$ cat src/hdl/aocs_map.vh
// constants for the auxiliary output cycle sequencer
`ifndef AOCS_MAP_VH
`define AOCS_MAP_VH

// output modes
`define AOCS_MODE_ENERGIZED   2'h0
`define AOCS_MODE_DEENERGIZED 2'h1
`define AOCS_MODE_TOGGLE      2'h2

// valve cycle positions
`define AOCS_POS_SERVICE      2'h0
`define AOCS_POS_BACKWASH     2'h1
`define AOCS_POS_DRAW_RINSE   2'h2
`define AOCS_POS_FAST_RINSE   2'h3

// time base: one minute in seconds, clock rate in hertz
`define AOCS_MINUTE_S         64'h0000_0000_0000_003C
`define AOCS_CLK_HZ           64'h0000_0000_02FA_F080

// time of day in minutes after midnight
`define AOCS_DAY_MINUTES      11'h5A0
`define AOCS_REGEN_TOD_RESET  11'h078

// sequencer states
`define AOCS_ST_IDLE          3'h0
`define AOCS_ST_GRANT         3'h1
`define AOCS_ST_MOVE          3'h2
`define AOCS_ST_DWELL         3'h3
`define AOCS_ST_PARK          3'h4

// channel phases
`define AOCS_PH_IDLE          2'h0
`define AOCS_PH_DELAY         2'h1
`define AOCS_PH_ACTIVE        2'h2
`define AOCS_PH_REST          2'h3

`endif

$ cat src/hdl/aocs_aux_channel.v
// one auxiliary output scheduled against a trigger position
`timescale 1ns/1ps
`include "aocs_map.vh"

module aocs_aux_channel (
    input  wire       clk,
    input  wire       nrst,
    input  wire       minute_tick,
    input  wire       in_trigger,
    input  wire [1:0] mode,
    input  wire [7:0] delay_min,
    input  wire [7:0] on_min,
    input  wire [7:0] off_min,
    output reg        out
);

    reg  [1:0] phase;
    reg  [7:0] cnt;
    reg        was_in;
    wire       dflt  = (mode == `AOCS_MODE_ENERGIZED);
    wire       tog   = (mode == `AOCS_MODE_TOGGLE);
    wire       entry = in_trigger & ~was_in;
    wire       last  = minute_tick & (cnt <= 8'h01);

    always @(posedge clk or negedge nrst) begin
        if (!nrst) begin
            phase  <= `AOCS_PH_IDLE;
            cnt    <= 8'h00;
            // no false entry right after reset
            was_in <= 1'b1;
        end else begin
            was_in <= in_trigger;
            // restart on entry
            if (entry) begin
                // zero delay acts at once
                if (delay_min != 8'h00) begin
                    phase <= `AOCS_PH_DELAY;
                    cnt   <= delay_min;
                end else if (on_min != 8'h00) begin
                    phase <= `AOCS_PH_ACTIVE;
                    cnt   <= on_min;
                end else begin
                    phase <= `AOCS_PH_IDLE;
                end
            // change only inside trigger position
            end else if (!in_trigger) begin
                phase <= `AOCS_PH_IDLE;
            end else begin
                case (phase)
                    `AOCS_PH_DELAY: begin
                        // wait delay minutes
                        if (last) begin
                            phase <= (on_min != 8'h00) ? `AOCS_PH_ACTIVE : `AOCS_PH_IDLE;
                            cnt   <= on_min;
                        end else if (minute_tick) begin
                            cnt <= cnt - 8'h01;
                        end
                    end
                    `AOCS_PH_ACTIVE: begin
                        // hold for on time
                        if (last) begin
                            // rest only when toggling
                            if (tog && off_min != 8'h00) begin
                                phase <= `AOCS_PH_REST;
                                cnt   <= off_min;
                            end else if (tog) begin
                                cnt <= on_min;
                            end else begin
                                phase <= `AOCS_PH_IDLE;
                            end
                        end else if (minute_tick) begin
                            cnt <= cnt - 8'h01;
                        end
                    end
                    `AOCS_PH_REST: begin
                        // off time then on again
                        if (last) begin
                            phase <= `AOCS_PH_ACTIVE;
                            cnt   <= on_min;
                        end else if (minute_tick) begin
                            cnt <= cnt - 8'h01;
                        end
                    end
                    default: phase <= `AOCS_PH_IDLE;
                endcase
            end
        end
    end

    // default level outside the active phase
    always @(posedge clk or negedge nrst) begin
        if (!nrst) begin
            out <= 1'b0;
        end else begin
            out <= (phase == `AOCS_PH_ACTIVE) ? ~dflt : dflt;
        end
    end

endmodule // aocs_aux_channel

$ cat src/hdl/aocs_sequencer.v
// regeneration sequencer with four scheduled auxiliary outputs
// How it works
// three modes: energized, deenergized, periodic toggle
// output changes only in its trigger position
// programmable minute delay, zero acts immediately
// hold non-default for on time, then revert
// toggle mode cycles on/off through the position
// off time ignored outside toggle mode
// four independently scheduled auxiliary outputs
// motor on output one forces standby output four
// standby output energized everywhere except service
// deferred request starts at regen time of day
// immediate request starts regeneration at once
// follower asks lead unit, waits for grant
// manual cycling in service and regeneration, report
// continuous run or stop after each position
// motor position reported as four codes
// next cycle, end now, cancel pending trigger
// deenergized mode: on time is contact time
// minute tick counters restart on trigger entry
// reset gives default outputs, cleared counters; reset loads 0 on every output, also on energized channels
`timescale 1ns/1ps
`include "aocs_map.vh"

module aocs_sequencer #(
    parameter [63:0] MINUTE_CYCLES = `AOCS_MINUTE_S * `AOCS_CLK_HZ
) (
    input  wire        clk,
    input  wire        nrst,
    input  wire [7:0]  aux_mode,
    input  wire [7:0]  aux_trigger_pos,
    input  wire [31:0] activation_delay_minutes,
    input  wire [31:0] active_duration_minutes,
    input  wire [31:0] inactive_duration_minutes,
    input  wire        motor_on_aux1,
    input  wire [23:0] regen_step_minutes,
    input  wire        set_time,
    input  wire [10:0] time_value,
    input  wire        set_regen_time,
    input  wire [10:0] regen_time_value,
    input  wire        deferred_regeneration,
    input  wire        immediate_regeneration,
    input  wire        next_cycle,
    input  wire        end_regen_now,
    input  wire        cancel_pending_trigger,
    input  wire        manual_continuous,
    input  wire        manual_step,
    input  wire        follower_mode,
    input  wire        lead_grant,
    input  wire [3:0]  valve_switch,
    output reg  [3:0]  aux_out,
    output reg         motor_run,
    output reg  [1:0]  cycle_pos,
    output reg  [7:0]  minutes_left,
    output reg         regen_active,
    output reg         regen_pending,
    output reg         lead_request,
    output reg         valve_at_service,
    output reg         valve_at_backwash,
    output reg         valve_at_draw_rinse,
    output reg         valve_at_fast_rinse_refill
);

    function [1:0] next_pos;
        input [1:0] p;
        begin
            next_pos = p + 2'h1;
        end
    endfunction

    function [7:0] step_minutes;
        input [1:0]  p;
        input [23:0] tbl;
        begin
            case (p)
                `AOCS_POS_BACKWASH:   step_minutes = tbl[7:0];
                `AOCS_POS_DRAW_RINSE: step_minutes = tbl[15:8];
                `AOCS_POS_FAST_RINSE: step_minutes = tbl[23:16];
                default:              step_minutes = 8'h00;
            endcase
        end
    endfunction

    reg  [31:0] div_cnt;
    reg         minute_tick;
    reg  [10:0] tod;
    reg  [10:0] regen_tod;
    reg  [3:0]  sw_meta;
    reg  [3:0]  sw_sync;
    reg         grant_meta;
    reg         grant_sync;
    reg  [2:0]  state;
    reg  [1:0]  target;
    reg         cont;
    wire [3:0]  ch_out;
    wire        arrived = sw_sync[target];
    wire        start_req = immediate_regeneration |
                    (regen_pending & minute_tick & (tod == regen_tod));

    // one-minute tick from the clock
    always @(posedge clk or negedge nrst) begin
        if (!nrst) begin
            div_cnt     <= 32'h0000_0000;
            minute_tick <= 1'b0;
        end else if (div_cnt == MINUTE_CYCLES[31:0] - 32'h0000_0001) begin
            div_cnt     <= 32'h0000_0000;
            minute_tick <= 1'b1;
        end else begin
            div_cnt     <= div_cnt + 32'h0000_0001;
            minute_tick <= 1'b0;
        end
    end

    // time of day and programmed regeneration time
    always @(posedge clk or negedge nrst) begin
        if (!nrst) begin
            tod       <= 11'h000;
            regen_tod <= `AOCS_REGEN_TOD_RESET;
        end else begin
            if (set_time) begin
                tod <= time_value;
            end else if (minute_tick) begin
                tod <= (tod == `AOCS_DAY_MINUTES - 11'h001) ? 11'h000 : tod + 11'h001;
            end
            if (set_regen_time) begin
                regen_tod <= regen_time_value;
            end
        end
    end

    // switches and grant come from outside, two flops each
    always @(posedge clk or negedge nrst) begin
        if (!nrst) begin
            sw_meta    <= 4'h0;
            sw_sync    <= 4'h0;
            grant_meta <= 1'b0;
            grant_sync <= 1'b0;
        end else begin
            sw_meta    <= valve_switch;
            sw_sync    <= sw_meta;
            grant_meta <= lead_grant;
            grant_sync <= grant_meta;
        end
    end

    // position codes from switches
    always @(posedge clk or negedge nrst) begin
        if (!nrst) begin
            valve_at_service           <= 1'b0;
            valve_at_backwash          <= 1'b0;
            valve_at_draw_rinse        <= 1'b0;
            valve_at_fast_rinse_refill <= 1'b0;
        end else begin
            valve_at_service           <= sw_sync[`AOCS_POS_SERVICE];
            valve_at_backwash          <= sw_sync[`AOCS_POS_BACKWASH];
            valve_at_draw_rinse        <= sw_sync[`AOCS_POS_DRAW_RINSE];
            valve_at_fast_rinse_refill <= sw_sync[`AOCS_POS_FAST_RINSE];
        end
    end

    // regeneration and manual motor sequencer
    always @(posedge clk or negedge nrst) begin
        if (!nrst) begin
            state         <= `AOCS_ST_IDLE;
            target        <= `AOCS_POS_SERVICE;
            cycle_pos     <= `AOCS_POS_SERVICE;
            cont          <= 1'b0;
            minutes_left  <= 8'h00;
            regen_active  <= 1'b0;
            regen_pending <= 1'b0;
            lead_request  <= 1'b0;
        end else begin
            // a new deferred request beats a same-cycle cancel
            if (deferred_regeneration) begin
                regen_pending <= 1'b1;
            // cancel a pending trigger
            end else if (cancel_pending_trigger) begin
                regen_pending <= 1'b0;
            end
            case (state)
                `AOCS_ST_IDLE: begin
                    // start now or at the set time
                    if (start_req) begin
                        // a same-cycle deferred request stays pending
                        if (!deferred_regeneration) begin
                            regen_pending <= 1'b0;
                        end
                        // follower defers to the lead unit
                        if (follower_mode) begin
                            lead_request <= 1'b1;
                            state        <= `AOCS_ST_GRANT;
                        end else begin
                            regen_active <= 1'b1;
                            target       <= next_pos(cycle_pos);
                            state        <= `AOCS_ST_MOVE;
                        end
                    // manual motor from service
                    end else if (manual_continuous || manual_step) begin
                        cont   <= manual_continuous;
                        target <= next_pos(cycle_pos);
                        state  <= `AOCS_ST_MOVE;
                    end
                end
                `AOCS_ST_GRANT: begin
                    // wait for grant, may be cancelled
                    if (cancel_pending_trigger) begin
                        lead_request <= 1'b0;
                        state        <= `AOCS_ST_IDLE;
                    end else if (grant_sync) begin
                        lead_request <= 1'b0;
                        regen_active <= 1'b1;
                        target       <= next_pos(cycle_pos);
                        state        <= `AOCS_ST_MOVE;
                    end
                end
                `AOCS_ST_MOVE: begin
                    if (arrived) begin
                        cycle_pos <= target;
                        if (target == `AOCS_POS_SERVICE) begin
                            regen_active <= 1'b0;
                            cont         <= 1'b0;
                            minutes_left <= 8'h00;
                            state        <= `AOCS_ST_IDLE;
                        // continuous run passes straight through
                        end else if (cont) begin
                            target <= next_pos(target);
                        end else if (regen_active) begin
                            // minutes left in this position
                            minutes_left <= step_minutes(target, regen_step_minutes);
                            state        <= `AOCS_ST_DWELL;
                        end else begin
                            state <= `AOCS_ST_PARK;
                        end
                    end
                end
                `AOCS_ST_DWELL: begin
                    // end regeneration at once
                    if (end_regen_now) begin
                        target <= `AOCS_POS_SERVICE;
                        state  <= `AOCS_ST_MOVE;
                    // advance on request or timeout
                    end else if (next_cycle || manual_step || manual_continuous ||
                                 minutes_left == 8'h00 ||
                                 (minute_tick && minutes_left == 8'h01)) begin
                        cont   <= manual_continuous;
                        target <= next_pos(cycle_pos);
                        state  <= `AOCS_ST_MOVE;
                    end else if (minute_tick) begin
                        minutes_left <= minutes_left - 8'h01;
                    end
                end
                `AOCS_ST_PARK: begin
                    // stopped after a single step
                    if (manual_continuous || manual_step) begin
                        cont   <= manual_continuous;
                        target <= next_pos(cycle_pos);
                        state  <= `AOCS_ST_MOVE;
                    end
                end
                default: state <= `AOCS_ST_IDLE;
            endcase
        end
    end

    // motor stops the cycle the target switch is seen
    always @(posedge clk or negedge nrst) begin
        if (!nrst) begin
            motor_run <= 1'b0;
        end else begin
            motor_run <= (state == `AOCS_ST_MOVE) && !arrived;
        end
    end

    // four independent channels
    genvar i;
    generate
        for (i = 0; i < 4; i = i + 1) begin : g_ch
            // settled at the trigger position only
            aocs_aux_channel u_ch (
                .clk         (clk),
                .nrst        (nrst),
                .minute_tick (minute_tick),
                .in_trigger  ((cycle_pos == aux_trigger_pos[2*i+1:2*i]) &&
                              (state != `AOCS_ST_MOVE)),
                .mode        (aux_mode[2*i+1:2*i]),
                .delay_min   (activation_delay_minutes[8*i+7:8*i]),
                .on_min      (active_duration_minutes[8*i+7:8*i]),
                .off_min     (inactive_duration_minutes[8*i+7:8*i]),
                .out         (ch_out[i])
            );
        end
    endgenerate

    // outputs load 0 in reset, channel defaults from the second edge after
    always @(posedge clk or negedge nrst) begin
        if (!nrst) begin
            aux_out <= 4'h0;
        end else begin
            aux_out[2:1] <= ch_out[2:1];
            // output one drives the valve motor
            aux_out[0] <= motor_on_aux1 ? motor_run : ch_out[0];
            // standby solenoid off only in service
            aux_out[3] <= motor_on_aux1 ?
                          (cycle_pos != `AOCS_POS_SERVICE || state == `AOCS_ST_MOVE) :
                          ch_out[3];
        end
    end

endmodule // aocs_sequencer

$ cat config.mk
export PLATFORM = sky130hd
export DESIGN_NAME = aocs_sequencer
export DESIGN_NICKNAME = d
export VERILOG_FILES = /design/src/hdl/aocs_aux_channel.v /design/src/hdl/aocs_sequencer.v
export VERILOG_INCLUDE_DIRS = /design/src /design/src/hdl
export SDC_FILE = /design/constraint.sdc
export NUM_CORES = 1
export LEC_CHECK = 0
export BUFFER_PORTS_ARGS = -buffer_cell sky130_fd_sc_hd__buf_2
export CAP_MARGIN = 10
export CORE_MARGIN = 4
export CORE_UTILIZATION = 50
export CTS_BUF_LIST = sky130_fd_sc_hd__clkbuf_16
export CTS_CLUSTER_SIZE = 25
export DETAILED_ROUTE_END_ITERATION = 12
export PLACE_DENSITY = 0.74
export RECOVER_POWER = 50
export SLEW_MARGIN = 0
export SYNTH_ARGS = -nofsm -noshare
export SYNTH_HDL_FRONTEND = slang
export SYNTH_SLANG_ARGS = --single-unit
$ cat constraint.sdc
create_clock -name clk -period 2.9 [get_ports clk]
set_input_delay 0.145 -clock clk [delete_from_list [all_inputs] [get_ports clk]]
set_output_delay 0.145 -clock clk [all_outputs]
set_load 0.02 [all_outputs]
==> impl_metrics.tcl <==
set metrics [dict create \
    final_common_cell "buf_2" \
    fillers 1486 \
    setup_viol 0 \
    syn_nets 1205 \
    initial_core_util 0.515 \
    fin_ws_ns 0.419 \
    portBuffers 197 \
    grt_pass1_wl_microns 41000 \
    clockBufferDepth 2 \
    synth_edf_count 0 \
    finalClockSkew_ns 0.0105 \
    slowest_stage "o311ai_4" \
    cts.sinks 141 \
    nets 1436 \
    worstSetupEndpointType "register" \
    arrival_ns 2.79 \
    min_path_type "in2reg" \
    max_slew_margin -0.382 \
    violations "capacitance limit, slew limit" \
    path_buf_inv 0 \
    grt-ovfl-total 0 \
    fp.coreArea_sq_um 17500 \
    grtUsageTotal 0.249 \
    dieArea_sq_um 20200 \
    yosysTopAreaCellShare 0.370 \
    antenna_left 0 \
    dpl_worst_slack_ns 0.436 \
    yosys_warnings 0 \
    postCtsSetupRepairBufs 0 \
    final_util 0.637 \
    clock.fmax_ghz 0.403 \
    grt_max_degree 80 \
    antenna_found_initial 3 \
    die_x_microns 142 \
    syn_area_per_cell_sq_um 8.90 \
    p_per_area_nw_per_um2 754 \
    wirelength_microns 25800 \
    clk_latency_ns 0.42 \
    cts_buffers 17 \
    htreeDepth 4 \
    gp_congestion 0.908 \
    drt_iter0_markers 643 \
    p_leak_nw 4.74 \
    synth_ff_type "dfrtp_1" \
    path_class "reg2reg" \
    crit_path_max_incr_delay_ns 0.49 \
    dr.pass1.iters 5 \
    multi_input_area_sq_um 5140 \
    dp_hpwl_microns 19000 \
    min_period_ns 2.48 \
    rows 48 \
    grt_setup_unrepaired "false" \
    synth_area_sq_um 8990 \
    finalHoldViolations 0 \
    drv_cap 1 \
    final_cell_mix "buf_2, dfrtp_1, nor2_1, nand2_1, o21ai_0" \
    path_delay_family "simple AND/OR/NAND/NOR gates" \
    peakVddDrop_mv 0.490 \
    cp_max_fo 12 \
    synth_seq_area_share 0.393 \
    synth.largest_area_cell "dfrtp_1" \
    cp-start-kind "register" \
    detail_route.wl_per_cell_microns 17.4 \
    cts_tree "yes" \
    layout-drive-gt1-share 0.232 \
    run_status "complete, but fails checks" \
    viasPerCell 6.01 \
    worst_pin_slew_ns 2.07 \
    vias 8912 \
    synth-seq-cells 141 \
    async_reset_ff_frac 1.00 \
    synth.distinct_cells 82 \
    required_ns 3.21 \
    synth_area_leaders "dfrtp_1, o21ai_0, nor2_1" \
    die_y_microns 142 \
    min_period_over_period 0.856 \
    ff_latch_area_sq_um 3540 \
    drcViolationCount 0 \
    syn_to_final_growth_pct 23.9 \
    grt_pass1_vias 8304 \
    synth_cells 1011 \
    finalMaxSlewViolations 78 \
    setup_tns_ns 0 \
    io_pins 198 \
    path_clk_slew_ns 0.07 \
    root_buffer "clkbuf_16" \
    path_cells "or3_4, or3b_1, o21a_1, o311ai_4, mux2_2" \
]
-- layer usage --
layer / global-route usage / share of wire / up-vias
met4: 0.104 / 0.030 / 0
met2: 0.387 / 0.46 / 409
li1: - / - / 4251
met1: 0.349 / 0.44 / 4198
met5: 0 / 0 / -
met3: 0.0386 / 0.069 / 54
-- tightest hold or removal path: cells and delay by family --
| kind | cells | cell delay [ns] |
|---|---|---|
| AND/OR/NAND/NOR | 1 | 0.06 |
| AO/OA/AOI/OAI | 1 | 0.11 |
| buffers and inverters | 1 | 0.08 |
-- report_power, final --
group,internal [mW],switching [mW]
clock,1.12,0.925
combinational,1.42,2.00
sequential,2.40,0.532
-- logic make-up after synthesis --
logic type / Yosys count / share of synthesized area
flops: 141 / 0.393
xor+xnor: 70 / 0.0682
buf+inv: 76 / 0.0346
simple gates: 374 / 0.216
mux: 25 / 0.0310
compound gates: 307 / 0.232
fa+ha+maj: 18 / 0.0250
-- worst paths after layout --
kind,from,to,slack (ns),cells past startpoint
max,g_ch[2].u_ch.cnt[4],g_ch[2].u_ch.cnt[5],0.42,5
min,time_value[7],tod[7],0.006,3
max reg2reg,g_ch[2].u_ch.cnt[4],g_ch[2].u_ch.cnt[5],0.42,5
min reg2reg,grant_meta,grant_sync,0.35,0
max in group asynchronous,nrst,g_ch[0].u_ch.cnt[4],0.83,2
min in group asynchronous,nrst,minutes_left[5],0.86,2
-- layout make-up --
cell class | instances | area share
inverters | 36 | 0.0121
diodes | 3 | 0.000674
flip-flops and latches | 141 | 0.318
repair buffers | 252 | 0.133
clock inverters | 15 | 0.0112
well taps | 225 | 0.0253
clock buffers | 17 | 0.0382
multi-input cells | 794 | 0.462
-- stage by stage --
| step | instances | cell area, sq um | total power [mW] | hold slack [ns] |
|---|---|---|---|---|
| finish | 1483 | 11100 | 8.40 | 0.00561 |
| global route | 1483 | 11100 | 8.95 | 0.0175 |
| CTS | 1480 | 11200 | 8.40 | 0.00283 |
| detailed placement | 1419 | 10300 | 6.29 | 0.255 |
| global placement | 1419 | 10300 | 6.23 | 0.251 |
| floorplan | 1011 | 8990 | 5.30 | -0.151 |
-- Yosys cell counts (10+ instances only) --
cell type / instances
or4_1: 11
nand3_1: 24
a21oi_1: 67
a31oi_1: 17
xnor2_1: 35
dfrtp_1: 133
inv_1: 36
o211ai_1: 10
a211oi_1: 13
ha_1: 18
clkbuf_1: 29
nand4_1: 15
nor3_1: 21
nand2_1: 92
a22oi_1: 12
nor4_1: 20
mux2_2: 13
mux2i_1: 11
nor2_1: 99
xor2_1: 35
a221oi_1: 15
nand2b_1: 15
and3_1: 10
o21ai_0: 75
-- flip-flops by register name, summed over array words and instances, names as in the netlist, 2 cells and up --
register,cells
aux_out,4
cycle_pos,2
div_cnt,32
g_ch.u_ch.cnt,32
g_ch.u_ch.out,4
g_ch.u_ch.phase,8
g_ch.u_ch.was_in,4
minutes_left,8
regen_tod,11
state,3
sw_meta,4
sw_sync,4
target,2
tod,11
-- timing repair --
action                                 4_1_cts  5_1_grt
endpoints found under the hold margin      101        0
hold buffers                                29        0
gates resized for setup                      0        0
setup endpoints to repair                    0        0
Note: power is estimated with default switching activity, not from simulation.
